--- src/bofxm_regs.svh ---
`ifndef BOFXM_REGS_SVH
`define BOFXM_REGS_SVH
// =====================================================
// register byte offsets
`define BOFXM_A_CMD 8'h00
`define BOFXM_A_SPC 8'h04
`define BOFXM_A_LEN 8'h08
`define BOFXM_A_DATA 8'h0C
`define BOFXM_A_ISR 8'h10
`define BOFXM_A_FSR 8'h14
`define BOFXM_A_RES 8'h18
// =====================================================
// command/control bits
`define BOFXM_CMD_ABORT 0
`define BOFXM_CMD_FIDLE 3
`define BOFXM_CMD_CRC 5
`define BOFXM_CMD_SRST 6
`define BOFXM_CMD_TXEN 7
// =====================================================
// serial port control and status fields
`define BOFXM_SPC_INV 0
`define BOFXM_ISR_VPS 4
`define BOFXM_FSR_EMPTY 0
`define BOFXM_FSR_FULL 1
`define BOFXM_FSR_BA 3
`define BOFXM_FSR_UND 4
// =====================================================
// line patterns, crc and sizes
`define BOFXM_FLAG 8'h7E
`define BOFXM_ABT 8'h7F
`define BOFXM_CRC_POLY 16'h8408
`define BOFXM_CRC_INIT 16'hFFFF
`define BOFXM_FIFO_FULL 5'h10
`define BOFXM_STUFF_RUN 3'h5
`define BOFXM_RST_CMD 8'h00
`endif

--- src/bofxm_pkg.sv ---
package bofxm_pkg;
   // transmitter sequencing states
   typedef enum logic [2:0] {
      ST_MARK, ST_FIDLE, ST_OPEN, ST_DATA, ST_FCS, ST_CLOSE, ST_ABORT, ST_UNDER
   } bofxm_state_t;
   // all state of the transmitter
   typedef struct packed {
      bofxm_state_t st;
      logic [15:0][8:0] mem;
      logic [3:0] wp;
      logic [3:0] rp;
      logic [4:0] cnt;
      logic [15:0] tbcr;
      logic [15:0] tbc;
      logic [7:0] cmd;
      logic [5:0] spc;
      logic [2:0] res;
      logic vps;
      logic und;
      logic abt_pend;
      logic [7:0] sh;
      logic [3:0] bn;
      logic [2:0] blen;
      logic last;
      logic [2:0] ones;
      logic [15:0] crc;
      logic [2:0] clk_s;
      logic [1:0] fs_s;
      logic [7:0] slot;
      logic out;
      logic drv;
      logic [31:0] rdata;
   } bofxm_regs_t;
endpackage

--- src/bofxm_top.sv ---
`timescale 1ns/10ps
`default_nettype none
`include "bofxm_regs.svh"
// Overview of operation
// - insert a zero after five ones, opening flag to last check bit
// - flags, aborts and mark idle bypass the zero insertion
// - bytes go lsb first; check sequence sent in reverse order
// - hard or soft reset: disabled, mark idle state
// - disable only releases the serial pin; sequencing continues
// - byte counter tags the byte matching programmed length as last
// - idle until fifo has data, then opening flag, then data
// - data state shifts fifo bytes out of eight-bit shifter
// - output optionally inverted, one of 31 slots or unslotted
// - after data go to check state if crc on, else close
// - check state sends 16 bits, sets valid-sent bit, then close
// - one closing flag, then new frame if data, else idle
// - idle fill bit picks mark idle or flag idle
// - while abort bit set, repeat seven ones then zero
// - abort starts next bit; fifo, counter and length cleared
// - aborts repeat until bit cleared; out of frame at once
// - after abort: flag idle if selected or data, else mark
// - last byte may carry fewer bits per residual setting
// - inversion and channel never alter state sequence
// - check is inverted ccitt crc over unstuffed packet bits
// - every abort request sends at least one full abort char
// - empty fifo in frame: underrun flag, one abort, idle
// - fifo holds 16 entries of data byte plus last tag
module bofxm_top
   import bofxm_pkg::*;
(
   input wire logic pclk,
   input wire logic presetn,
   input wire logic psel,
   input wire logic penable,
   input wire logic pwrite,
   input wire logic [7:0] paddr,
   input wire logic [31:0] pwdata,
   output logic [31:0] prdata,
   output logic pready,
   output logic pslverr,
   input wire logic serial_bit_clk,
   input wire logic serial_frame_sync,
   output logic serial_line_out_o,
   output logic serial_line_out_oe,
   output logic tx_in_frame
);
   import bofxm_pkg::*;

   bofxm_regs_t q;
   bofxm_regs_t d;
   logic acc;
   logic wr;
   logic hit;
   logic strobe;
   logic abt;
   logic push;
   logic [7:0] pos;
   logic [4:0] ch;

   // =====================================================
   // bus decode and bit strobe
   assign acc = psel & penable;
   assign wr = acc & pwrite;
   assign hit = (paddr <= `BOFXM_A_RES) && (paddr[1:0] == 2'h0);
   assign pready = 1'b1;
   assign pslverr = acc & ~hit;
   assign prdata = q.rdata;
   assign serial_line_out_o = q.out;
   assign serial_line_out_oe = q.drv;
   assign tx_in_frame = q.st inside {ST_OPEN, ST_DATA, ST_FCS, ST_CLOSE};
   assign abt = q.cmd[`BOFXM_CMD_ABORT] | q.abt_pend;
   assign push = wr && (paddr == `BOFXM_A_DATA) && (q.cnt != `BOFXM_FIFO_FULL);
   // slot position: frame sync marks slot 0, eight bit times per slot
   assign pos = q.fs_s[1] ? 8'h00 : q.slot + 8'h01;
   assign ch = q.spc[5:1];
   assign strobe = q.clk_s[1] & ~q.clk_s[2]
      & ((ch == 5'h00) | (pos[7:3] == ch - 5'h01));

   // =====================================================
   // helpers
   // abort and underrun both flush the fifo, counter and length
   function automatic bofxm_regs_t flush(input bofxm_regs_t s);
      bofxm_regs_t r;
      r = s;
      r.wp = 4'h0;
      r.rp = 4'h0;
      r.cnt = 5'h00;
      r.tbc = 16'h0000;
      r.tbcr = 16'h0000;
      r.bn = 4'h0;
      r.ones = 3'h0;
      return r;
   endfunction

   // take the next byte into the shifter, or report an underrun
   function automatic bofxm_regs_t fetch(input bofxm_regs_t s);
      bofxm_regs_t r;
      r = s;
      r.bn = 4'h0;
      if (s.cnt == 5'h00)
      begin
         r = flush(s);
         r.st = ST_UNDER;
         r.und = 1'b1;
      end
      else
      begin
         r.st = ST_DATA;
         r.sh = s.mem[s.rp][7:0];
         r.last = s.mem[s.rp][8];
         // residue only trims the tagged byte
         r.blen = (s.mem[s.rp][8] && s.res != 3'h0) ? s.res - 3'h1 : 3'h7;
         r.rp = s.rp + 4'h1;
         r.cnt = s.cnt - 5'h01;
      end
      return r;
   endfunction

   // =====================================================
   // next state
   always_comb
   begin
      logic b;
      logic stuff;
      logic [7:0] fl;
      logic [7:0] ab;
      b = 1'b1;
      stuff = 1'b0;
      fl = `BOFXM_FLAG;
      ab = `BOFXM_ABT;
      d = q;
      // pin synchronisers; stage 0 feeds stage 1 only
      d.clk_s = {q.clk_s[1], q.clk_s[0], serial_bit_clk};
      d.fs_s = {q.fs_s[0], serial_frame_sync};
      if (q.clk_s[1] & ~q.clk_s[2])
         d.slot = pos;
      // read data captured in setup phase, valid through access
      if (psel & ~penable)
      begin
         unique case (paddr)
            `BOFXM_A_CMD: d.rdata = {24'h0, q.cmd};
            `BOFXM_A_SPC: d.rdata = {26'h0, q.spc};
            `BOFXM_A_LEN: d.rdata = {16'h0, q.tbcr};
            `BOFXM_A_ISR: d.rdata = {27'h0, q.vps, 4'h0};
            `BOFXM_A_FSR: d.rdata = {19'h0, q.cnt, 3'h0, q.und,
               (q.cnt == 5'h00), 1'b0, (q.cnt == `BOFXM_FIFO_FULL), (q.cnt == 5'h00)};
            `BOFXM_A_RES: d.rdata = {29'h0, q.res};
            default: d.rdata = 32'h0;
         endcase
      end
      // register writes take effect at the access edge
      if (wr && paddr == `BOFXM_A_CMD)
      begin
         d.cmd = pwdata[7:0] & 8'hBF;
         // latch the request so a quick set-clear still aborts
         if (pwdata[`BOFXM_CMD_ABORT])
            d.abt_pend = 1'b1;
      end
      if (wr && paddr == `BOFXM_A_SPC)
         d.spc = pwdata[5:0];
      if (wr && paddr == `BOFXM_A_RES)
         d.res = pwdata[2:0];
      if (wr && paddr == `BOFXM_A_LEN)
      begin
         d.tbcr = pwdata[15:0];
         if (!tx_in_frame)
            d.tbc = pwdata[15:0];
      end
      if (wr && paddr == `BOFXM_A_ISR && pwdata[`BOFXM_ISR_VPS])
         d.vps = 1'b0;
      if (wr && paddr == `BOFXM_A_FSR && pwdata[`BOFXM_FSR_UND])
         d.und = 1'b0;
      // fifo load: counter tags the byte that ends the packet
      if (push)
      begin
         d.mem[q.wp] = {(q.tbc <= 16'h0001), pwdata[7:0]};
         d.tbc = (q.tbc <= 16'h0001) ? q.tbcr : q.tbc - 16'h0001;
         d.wp = q.wp + 4'h1;
         d.cnt = q.cnt + 5'h01;
      end
      // line bit for the current state
      unique case (q.st)
         ST_MARK: b = 1'b1;
         ST_FIDLE, ST_OPEN, ST_CLOSE: b = fl[q.bn[2:0]];
         ST_ABORT, ST_UNDER: b = ab[q.bn[2:0]];
         ST_DATA:
         begin
            stuff = (q.ones == `BOFXM_STUFF_RUN);
            b = stuff ? 1'b0 : q.sh[0];
         end
         ST_FCS:
         begin
            stuff = (q.ones == `BOFXM_STUFF_RUN);
            b = stuff ? 1'b0 : ~q.crc[0];
         end
      endcase
      // sequencing advances once per bit strobe
      if (strobe)
      begin
         d.out = b ^ q.spc[`BOFXM_SPC_INV];
         d.bn = q.bn + 4'h1;
         if (q.st inside {ST_DATA, ST_FCS})
         begin
            d.bn = stuff ? q.bn : q.bn + 4'h1;
            d.ones = (stuff | ~b) ? 3'h0 : q.ones + 3'h1;
         end
         if (abt && q.st != ST_ABORT)
         begin
            d = flush(d);
            d.st = ST_ABORT;
            d.abt_pend = 1'b0;
         end
         else
         begin
            unique case (q.st)
               ST_MARK:
               begin
                  if (q.cnt != 5'h00)
                     d.st = ST_OPEN;
                  else if (q.cmd[`BOFXM_CMD_FIDLE])
                     d.st = ST_FIDLE;
                  d.bn = 4'h0;
               end
               ST_FIDLE:
               begin
                  if (q.bn[2:0] == 3'h7 && q.cnt != 5'h00)
                     d.st = ST_OPEN;
                  else if (q.bn[2:0] == 3'h7 && !q.cmd[`BOFXM_CMD_FIDLE])
                     d.st = ST_MARK;
                  d.bn = {1'b0, d.bn[2:0]};
               end
               ST_OPEN:
               begin
                  if (q.bn[2:0] == 3'h7)
                  begin
                     d = fetch(d);
                     d.crc = `BOFXM_CRC_INIT;
                     d.ones = 3'h0;
                  end
               end
               ST_DATA:
               begin
                  if (!stuff)
                  begin
                     // reflected ccitt crc over the unstuffed bit
                     d.crc = {1'b0, q.crc[15:1]}
                        ^ ((q.crc[0] ^ q.sh[0]) ? `BOFXM_CRC_POLY : 16'h0000);
                     d.sh = {1'b0, q.sh[7:1]};
                     if (q.bn[2:0] == q.blen)
                     begin
                        if (q.last)
                        begin
                           d.bn = 4'h0;
                           d.st = q.cmd[`BOFXM_CMD_CRC] ? ST_FCS : ST_CLOSE;
                        end
                        else
                           d = fetch(d);
                     end
                  end
               end
               ST_FCS:
               begin
                  if (!stuff)
                  begin
                     d.crc = {1'b1, q.crc[15:1]};
                     if (q.bn == 4'hF)
                     begin
                        d.st = ST_CLOSE;
                        d.vps = 1'b1;
                     end
                  end
               end
               ST_CLOSE:
               begin
                  if (q.bn[2:0] == 3'h7)
                  begin
                     d.bn = 4'h0;
                     if (q.cnt != 5'h00)
                        d.st = ST_OPEN;
                     else
                        d.st = q.cmd[`BOFXM_CMD_FIDLE] ? ST_FIDLE : ST_MARK;
                  end
               end
               ST_ABORT:
               begin
                  d.bn = {1'b0, d.bn[2:0]};
                  if (q.bn[2:0] == 3'h7 && !abt)
                  begin
                     // data waiting goes out behind flags
                     d.st = (q.cmd[`BOFXM_CMD_FIDLE] || q.cnt != 5'h00) ? ST_FIDLE : ST_MARK;
                  end
               end
               ST_UNDER:
               begin
                  if (q.bn[2:0] == 3'h7)
                  begin
                     d.bn = 4'h0;
                     d.st = q.cmd[`BOFXM_CMD_FIDLE] ? ST_FIDLE : ST_MARK;
                  end
               end
            endcase
         end
      end
      // pin released only once the frame is over
      if (!tx_in_frame || q.cmd[`BOFXM_CMD_TXEN])
         d.drv = q.cmd[`BOFXM_CMD_TXEN];
      // software reset outranks everything in this cycle
      if (wr && paddr == `BOFXM_A_CMD && pwdata[`BOFXM_CMD_SRST])
      begin
         d = flush(d);
         d.st = ST_MARK;
         d.cmd = `BOFXM_RST_CMD;
         d.abt_pend = 1'b0;
         d.drv = 1'b0;
      end
   end

   // =====================================================
   // state register
   always_ff @(posedge pclk or negedge presetn)
   begin
      if (!presetn)
      begin
         q <= '0;
         q.st <= ST_MARK;
         q.crc <= `BOFXM_CRC_INIT;
         q.out <= 1'b1;
      end
      else
         q <= d;
   end

   logic srst;
   assign srst = wr && paddr == `BOFXM_A_CMD && pwdata[`BOFXM_CMD_SRST];
endmodule // bofxm_top
`default_nettype wire

--- config.mk ---
export PLATFORM = sky130hd
export DESIGN_NAME = bofxm_top
export DESIGN_NICKNAME = d
export VERILOG_FILES = /design/src/bofxm_pkg.sv /design/src/bofxm_top.sv
export VERILOG_INCLUDE_DIRS = /design/src
export SDC_FILE = /design/constraint.sdc
export NUM_CORES = 1
export LEC_CHECK = 0
export BUFFER_PORTS_ARGS = -buffer_cell sky130_fd_sc_hd__buf_4
export CAP_MARGIN = 5
export CORE_MARGIN = 2
export CORE_UTILIZATION = 40
export CTS_CLUSTER_SIZE = 30
export DETAILED_ROUTE_END_ITERATION = 12
export SLEW_MARGIN = 20
export SYNTH_ARGS = -nofsm -noshare
export SYNTH_HDL_FRONTEND = slang
export SYNTH_SLANG_ARGS = --single-unit
--- constraint.sdc ---
create_clock -name pclk -period 10.4 [get_ports pclk]
set_input_delay 0.52 -clock pclk [delete_from_list [all_inputs] [get_ports pclk]]
set_output_delay 0.52 -clock pclk [all_outputs]
set_load 0.02 [all_outputs]
==> metrics.csv, run 1 <==
stage;metric;value;unit
clocking;cts_resized;0;
floorplan;core_region_area;38500;sq um
synthesis;synthTopCellsByArea;dfrtp_1 (42%), mux2_2 (6.4%), nand2_1 (5.3%);
global_route;antenna_found_initial;0;
critical_path;timing.rr.end;q[74];
critical_path;cp_slowest_cell;nor2_1;
routing;drcViolationCount;0;
final_layout;syn2layout_area_growth;10.0;%
critical_path;rr_worst_depth;14;
final_layout;fillers;3699;
routing;via_per_inst;5.67;
timing;final.setup.worst_slack;5.42;ns
timing;fmax;201;MHz
hold_path;hold_end;q[44];
power_and_ir_drop;p_total;3220;uW
global_route;grt_pass1_vias;11700;
hold_path;worstHoldStart;serial_bit_clk;
power_and_ir_drop;power_density;188;nW/um^2
clocking;cts.sinks;277;
power_and_ir_drop;p_sw;1050;uW
timing;post-route-period-util;47.9;%
routing;antenna_left;0;
final_layout;nets;1629;
synthesis;yosys-top-cells-count;dfrtp_1 (260), nand2_1 (219), nor2_1 (112);
global_route;grt_overflow;0;
final_layout;drive_above_1_share;18.6;%
final_layout;antenna_cells;0;
synthesis;yosysSeqAreaShare;44.7;%
timing;drv_slew;0;
critical_path;cp.required;10.88;ns
power_and_ir_drop;p_sw_share;32.7;%
final_layout;multi_input_area;7750;sq um
synthesis;synth-seq-cells;277;
status;status;finished clean;
critical_path;max_stage_delay;0.84;ns
critical_path;cp_max_fo;37;
floorplan;initial_core_util;40.4;%
floorplan;die_area;40400;sq um
routing;drt_pass1_iterations;5;
critical_path;r2r-start;q[134];
floorplan;ioPinCount;84;
clocking;clock_tree.htree_level_count;1;
clocking;cts_tree;built;
power_and_ir_drop;pwr-share-seq;40.1;%
final_layout;final_core_util;44.5;%
placement;io_buffers;50;
synthesis;synth-edff-count;0;
run;drv_cap;0;
global_route;use_met3;3.00;%
timing;max_slew_margin;35.3;%
global_route;met1_usage;29.3;%
clocking;numCtsBuffers;31;
critical_path;critical_path_class;register to register;
timing;setup_tns;0;ns
critical_path;crit_arrival;5.46;ns
routing;totalWireLength;41500;um
power_and_ir_drop;pwr-share-clk;36.3;%
power_and_ir_drop;vdd_drop_max;0.000129;V
global_route;grt_util_met2;32.5;%
global_route;grt_max_degree;78;
synthesis;synthArstFlopShare;100;%
clocking;clock_latency;0.59;ns
power_and_ir_drop;leakage;0.00779;uW
clocking;clk_pin_slew;0.06;ns
clocking;cts_buffer_depth;3;
power_and_ir_drop;p_comb_share;23.7;%
synthesis;avgSynthCellArea;9.74;sq um
routing;num_vias;11900;
critical_path;critPathMostFrequentCell;ha_1;
placement;gp_congestion;0.881;
synthesis;synth_cell_types;94;
placement;dp_hpwl;27800;um
synthesis;syn_inst;1595;
synthesis;ys.flop_type;dfrtp_1;
critical_path;worstPathCellList;inv_1, ha_1, nand4bb_1, nand4_1, buf_4, mux2i_1, ha_1, nor4b_1, o21ai_0, a31oi_1, nand3b_1, nor2_1, o311ai_0, o22a_1;
synthesis;yosysMostFrequentCell;dfrtp_1;
global_route;grt_pass1_wl;66600;um
power_and_ir_drop;p_int;2160;uW
critical_path;cp-end-kind;register;
placement;dpl_worst_slack;5.42;ns
final_layout;final_cells;2102;
routing;drtIter0Drc;801;
hold_path;worstHoldPathType;input pin to register;
clocking;cts-root-buf;clkbuf_16;
floorplan;fp.dieH;201;um
timing;skew;0.00875;ns
floorplan;num_rows;72;
timing;report.final.hold_viol_count;0;
synthesis;yosysTopAreaCell;dfrtp_1;
timing;setup_viol;0;
timing;rsz0062_at_grt;no;
synthesis;yosysTopAreaCellShare;41.9;%
timing;min_period;4.98;ns
critical_path;start_kind;register;
synthesis;ys_warn_count;0;
timing;worst_pin_slew;0.970;ns
final_layout;regArea;6950;sq um
synthesis;netlist_area;15500;sq um
hold_path;hold_depth;1;
placement;dpl.cell_count;2043;
routing;drt-wirelength-per-cell;19.7;um
global_route;grt.total_usage;20.5;%
global_route;grt-busiest-layer;met2;
critical_path;reg2reg_slack;5.42;ns
floorplan;die_x;201;um
[layer usage]
| layer | vias up | part of all wire [%] |
|---|---|---|
| li1 | 5601 | - |
| met1 | 5948 | 45 |
| met2 | 317 | 47 |
| met3 | 57 | 5.3 |
| met4 | 0 | 2.5 |
| met5 | - | 0 |
[cells by family (layout without fill, tap and decap cells)]
group / count (synthesis) / after routing / share of synthesized area, %
flops: 277 / 277 / 44.7
other cells: 2 / 17 / 0.0483
simple gates: 542 / 542 / 16.9
buf+inv: 186 / 160 / 5.87
compound gates: 366 / 366 / 15.0
xor+xnor: 33 / 33 / 2.05
mux: 167 / 167 / 13.7
fa+ha+maj: 22 / 22 / 1.77
[sequential cells by signal (all words and copies together) (netlist names)]
name	flops
ch	5
prdata	16
q	254
serial_line_out_o	1
serial_line_out_oe	1
[worst max-delay path by stage]
stage / from / to / slack (ns) / cells after the start
3_3_place_gp: q[134] / q[146] / 5.51 / 14
6_report: q[134] / q[74] / 5.42 / 14
2_1_floorplan: q[134] / q[75] / 6.49 / 18
3_5_place_dp: q[134] / q[144] / 5.42 / 14
5_1_grt: q[134] / q[74] / 4.98 / 14
4_1_cts: q[134] / q[117] / 5.41 / 14
[per-stage QoR]
step                      instance area (sq um)  hold WS (ns)
final                                     17100        0.0378
after global routing                      17100        0.0194
after CTS                                 17100        0.0109
after detailed placement                  16000         0.349
after global placement                    16000         0.339
after floorplan                           15600         0.224
[repair_timing]
action                                 in CTS  in global routing
endpoints found under the hold margin      58                  0
buffers inserted                            0                  0
setup endpoints to repair                   0                  0
hold buffers                                1                  0
[cells in the final DEF (no fill, tap or decap), types with 18 or more instances in the layout]
cell type,count
nand2_1,219
inv_1,33
mux2_2,89
clkbuf_16,31
buf_4,62
nand3_1,46
and3_1,18
mux4_2,22
a21oi_1,100
a211oi_1,31
mux2i_1,39
ha_1,22
o21ai_0,100
nor2_1,112
dfrtp_1,260
[worst max-delay path, delay by kind of cell (launching register included)]
family          cells  cell delay [ns]
fa+ha+maj           2             0.47
buf+inv             2             0.54
simple gates        5             2.33
mux                 1             0.20
flops               1             0.50
compound gates      4             0.81
[area by class of cell]
class / count / area share [%]
clock inverter: 16 / 1.21
timing repair buffer: 65 / 3.03
multi-input combinational: 1147 / 45.3
inverter: 38 / 0.834
sequential: 277 / 40.7
clock buffer: 41 / 5.17
tap: 518 / 3.79
[power by group through the flow]
| stage | sequential (uW) | clock [uW] | combinational (uW) |
|---|---|---|---|
| after detailed placement | 1310 | 0 | 753 |
| after CTS | 1290 | 1190 | 757 |
| after floorplan | 1260 | 0 | 592 |
| after global placement | 1300 | 0 | 741 |
| after global routing | 1310 | 1230 | 848 |
| final | 1290 | 1170 | 761 |
Power figures use the tool's default switching activity.
==> inputs of run 2 (changes only) <==
Clock period 10.4 ns to 5.2 ns, I/O delays scaled along.
==> run 2 against run 1 <==
Effect of this change: sequential cell count stayed put; clock power up 100%; power is 100% higher; cell count increased by 0.76%; combinational power rose by 100%; via count rose by 0.41%; count of clock-buffer cells in the layout is 4 higher; sequential share of layout area shrank 0.36 points; core utilization increased by 0.40 points; fmax rose by 19%; critical path type unchanged; critical endpoint is now q[78].
==> metrics.csv, run 2 (synthesis results as in run 1) <==
stage;metric;value;unit;change
status;status;finished clean;;
critical_path;cp.depth;14;;unchanged
routing;drt_pass1_iterations;5;;unchanged
timing;timing.hold.ws;0.0228;ns;-0.0150 ns
critical_path;critPathMostFrequentCell;ha_1;;
placement;gp_congestion;0.861;;-2.3%
critical_path;cp_slowest_cell;a21oi_1;;
final_layout;final_cells;2118;;+0.76%
clocking;clk_pin_slew;0.06;ns;about the same
floorplan;initial_core_util;40.4;%;unchanged
routing;via_per_inst;5.65;;-0.35%
timing;setup_viol;0;;unchanged
timing;setup_tns;0;ns;unchanged
critical_path;cp.required;5.64;ns;-5.24 ns
timing;post-route-period-util;80.8;%;+33 points
clocking;cts_buffer_depth;3;;unchanged
power_and_ir_drop;leakage;0.00787;uW;+1.1%
power_and_ir_drop;power_density;377;nW/um^2;+100%
timing;skew;0.0282;ns;+0.0194 ns
critical_path;start_kind;register;;
critical_path;cp.buffers_inverters;2;;unchanged
clocking;cts-root-buf;clkbuf_16;;
routing;drtIter0Drc;805;;+0.50%
final_layout;regArea;6950;sq um;unchanged
routing;drcViolationCount;0;;unchanged
final_layout;regMostFlops;q;;
final_layout;largest_register_ff_count;254;;unchanged
final_layout;fillers;3711;;+0.32%
hold_path;worstHoldPathType;input pin to register;;
final_layout;antenna_cells;0;;unchanged
placement;dpl.cell_count;2047;;+0.20%
critical_path;crit_arrival;4.65;ns;-0.81 ns
critical_path;max_stage_delay;0.70;ns;-0.14 ns
global_route;grt_overflow;0;;unchanged
final_layout;multi_input_area;7750;sq um;unchanged
floorplan;core_region_area;38500;sq um;unchanged
routing;num_vias;12000;;+0.41%
critical_path;critical-path-top-delay-family;compound AO/OA/AOI/OAI gates;;
placement;dp_hpwl;27800;um;-0.12%
clocking;cts.sinks;277;;unchanged
routing;antenna_left;0;;unchanged
clocking;clock_latency;0.54;ns;-0.05 ns
final_layout;drive_above_1_share;18.9;%;+0.25 points
timing;report.final.hold_viol_count;0;;unchanged
clocking;cts_tree;built;;
final_layout;final_cell_mix;dfrtp_1 (260), nand2_1 (219), nor2_1 (112);;
clocking;numCtsBuffers;34;;+9.7%
final_layout;syn2layout_area_growth;11.0;%;
timing;max_slew_margin;29.1;%;-6.3 points
timing;min_period;4.20;ns;-0.781 ns
global_route;grt_pass1_wl;66800;um;+0.27%
critical_path;cp_max_fo;29;;-22%
global_route;grt_pass1_vias;11900;;+1.6%
timing;fmax;238;MHz;+19%
routing;totalWireLength;41700;um;+0.45%
timing;drv_slew;0;;unchanged
timing;worst_pin_slew;1.05;ns;+0.0843 ns
clocking;clock_tree.htree_level_count;2;;+1
floorplan;die_x;201;um;unchanged
floorplan;die_area;40400;sq um;unchanged
global_route;grt.total_usage;20.7;%;+0.16 points
critical_path;rr_worst_depth;14;;unchanged
floorplan;num_rows;72;;unchanged
critical_path;critical_path_class;register to register;;
floorplan;ioPinCount;84;;unchanged
placement;io_buffers;50;;unchanged
run;drv_cap;0;;unchanged
timing;rsz0062_at_grt;no;;
final_layout;layout_commonest_cell;dfrtp_1;;
floorplan;fp.dieH;201;um;unchanged
power_and_ir_drop;vdd_drop_max;0.000218;V;+69%
critical_path;cp-end-kind;register;;
hold_path;hold_depth;3;;+2
global_route;grt_max_degree;118;;+51%
final_layout;nets;1645;;+0.98%
critical_path;worstPathCellList;inv_1, ha_1, nand4bb_1, buf_4, and4_4, xnor2_1, ha_1, nor4b_1, o21ai_0, and2_1, a21oi_1, a211oi_1, o21bai_1, o31ai_1;;
global_route;antenna_found_initial;0;;unchanged
routing;drt-wirelength-per-cell;19.7;um;-0.31%
[run 2: metrics by stage]
step	total power (uW)	worst slack, ns	util, %	area [sq um]
CTS	6540	1.06	44.9	17300
finish	6510	0.997	44.9	17300
global route	6870	0.650	44.9	17300
floorplan	3700	1.29	-	15600
global placement	4110	1.21	41.6	16000
detailed placement	4130	1.08	41.6	16000
[run 2: metal layers]
layer	share of wire [%]	vias up	global-route usage (%)	wire length, um
met2	47	320	33.1	19400
met4	2.6	0	6.80	1060
met1	46	5954	28.6	19000
met5	0	-	0	0
li1	-	5633	-	-
met3	5.1	65	3.40	2140
[run 2: worst paths after layout]
check,startpoint,end,slack [ns]
max,q[134],q[78],1.0
min,pwdata[0],q[118],0.02
max reg2reg,q[134],q[78],1.0
min reg2reg,q[44],q[45],0.36
max in group asynchronous,presetn,q[206],3.57
min in group asynchronous,presetn,q[35],0.41
[run 2: final cells by class]
class	instances	share of cell area (%)
multi-input cells	1147	44.9
flip-flops and latches	277	40.3
clock buffers	45	5.69
well taps	518	3.76
repair buffers	78	3.67
clock inverters	15	0.848
inverters	38	0.827
[run 2: timing repair]
action	in CTS	in global routing
setup buffers	0	0
hold buffers	11	0
gates resized for setup	0	0
hold endpoints to repair	96	0
[run 2: worst register-to-register path, cell delays in order (launching register included)]
cell and delay (ns):
dfrtp_1 0.54, inv_1 0.11, ha_1 0.22, nand4bb_1 0.10, buf_4 0.20, and4_4 0.51
xnor2_1 0.22, ha_1 0.31, nor4b_1 0.27, o21ai_0 0.20, and2_1 0.27, a21oi_1 0.70
a211oi_1 0.21, o21bai_1 0.20, o31ai_1 0.06
[run 2: where the power goes]
part,total [uW],internal [uW],switching (uW)
combinational,1520,567,948
clock,2380,1430,953
sequential,2610,2370,239
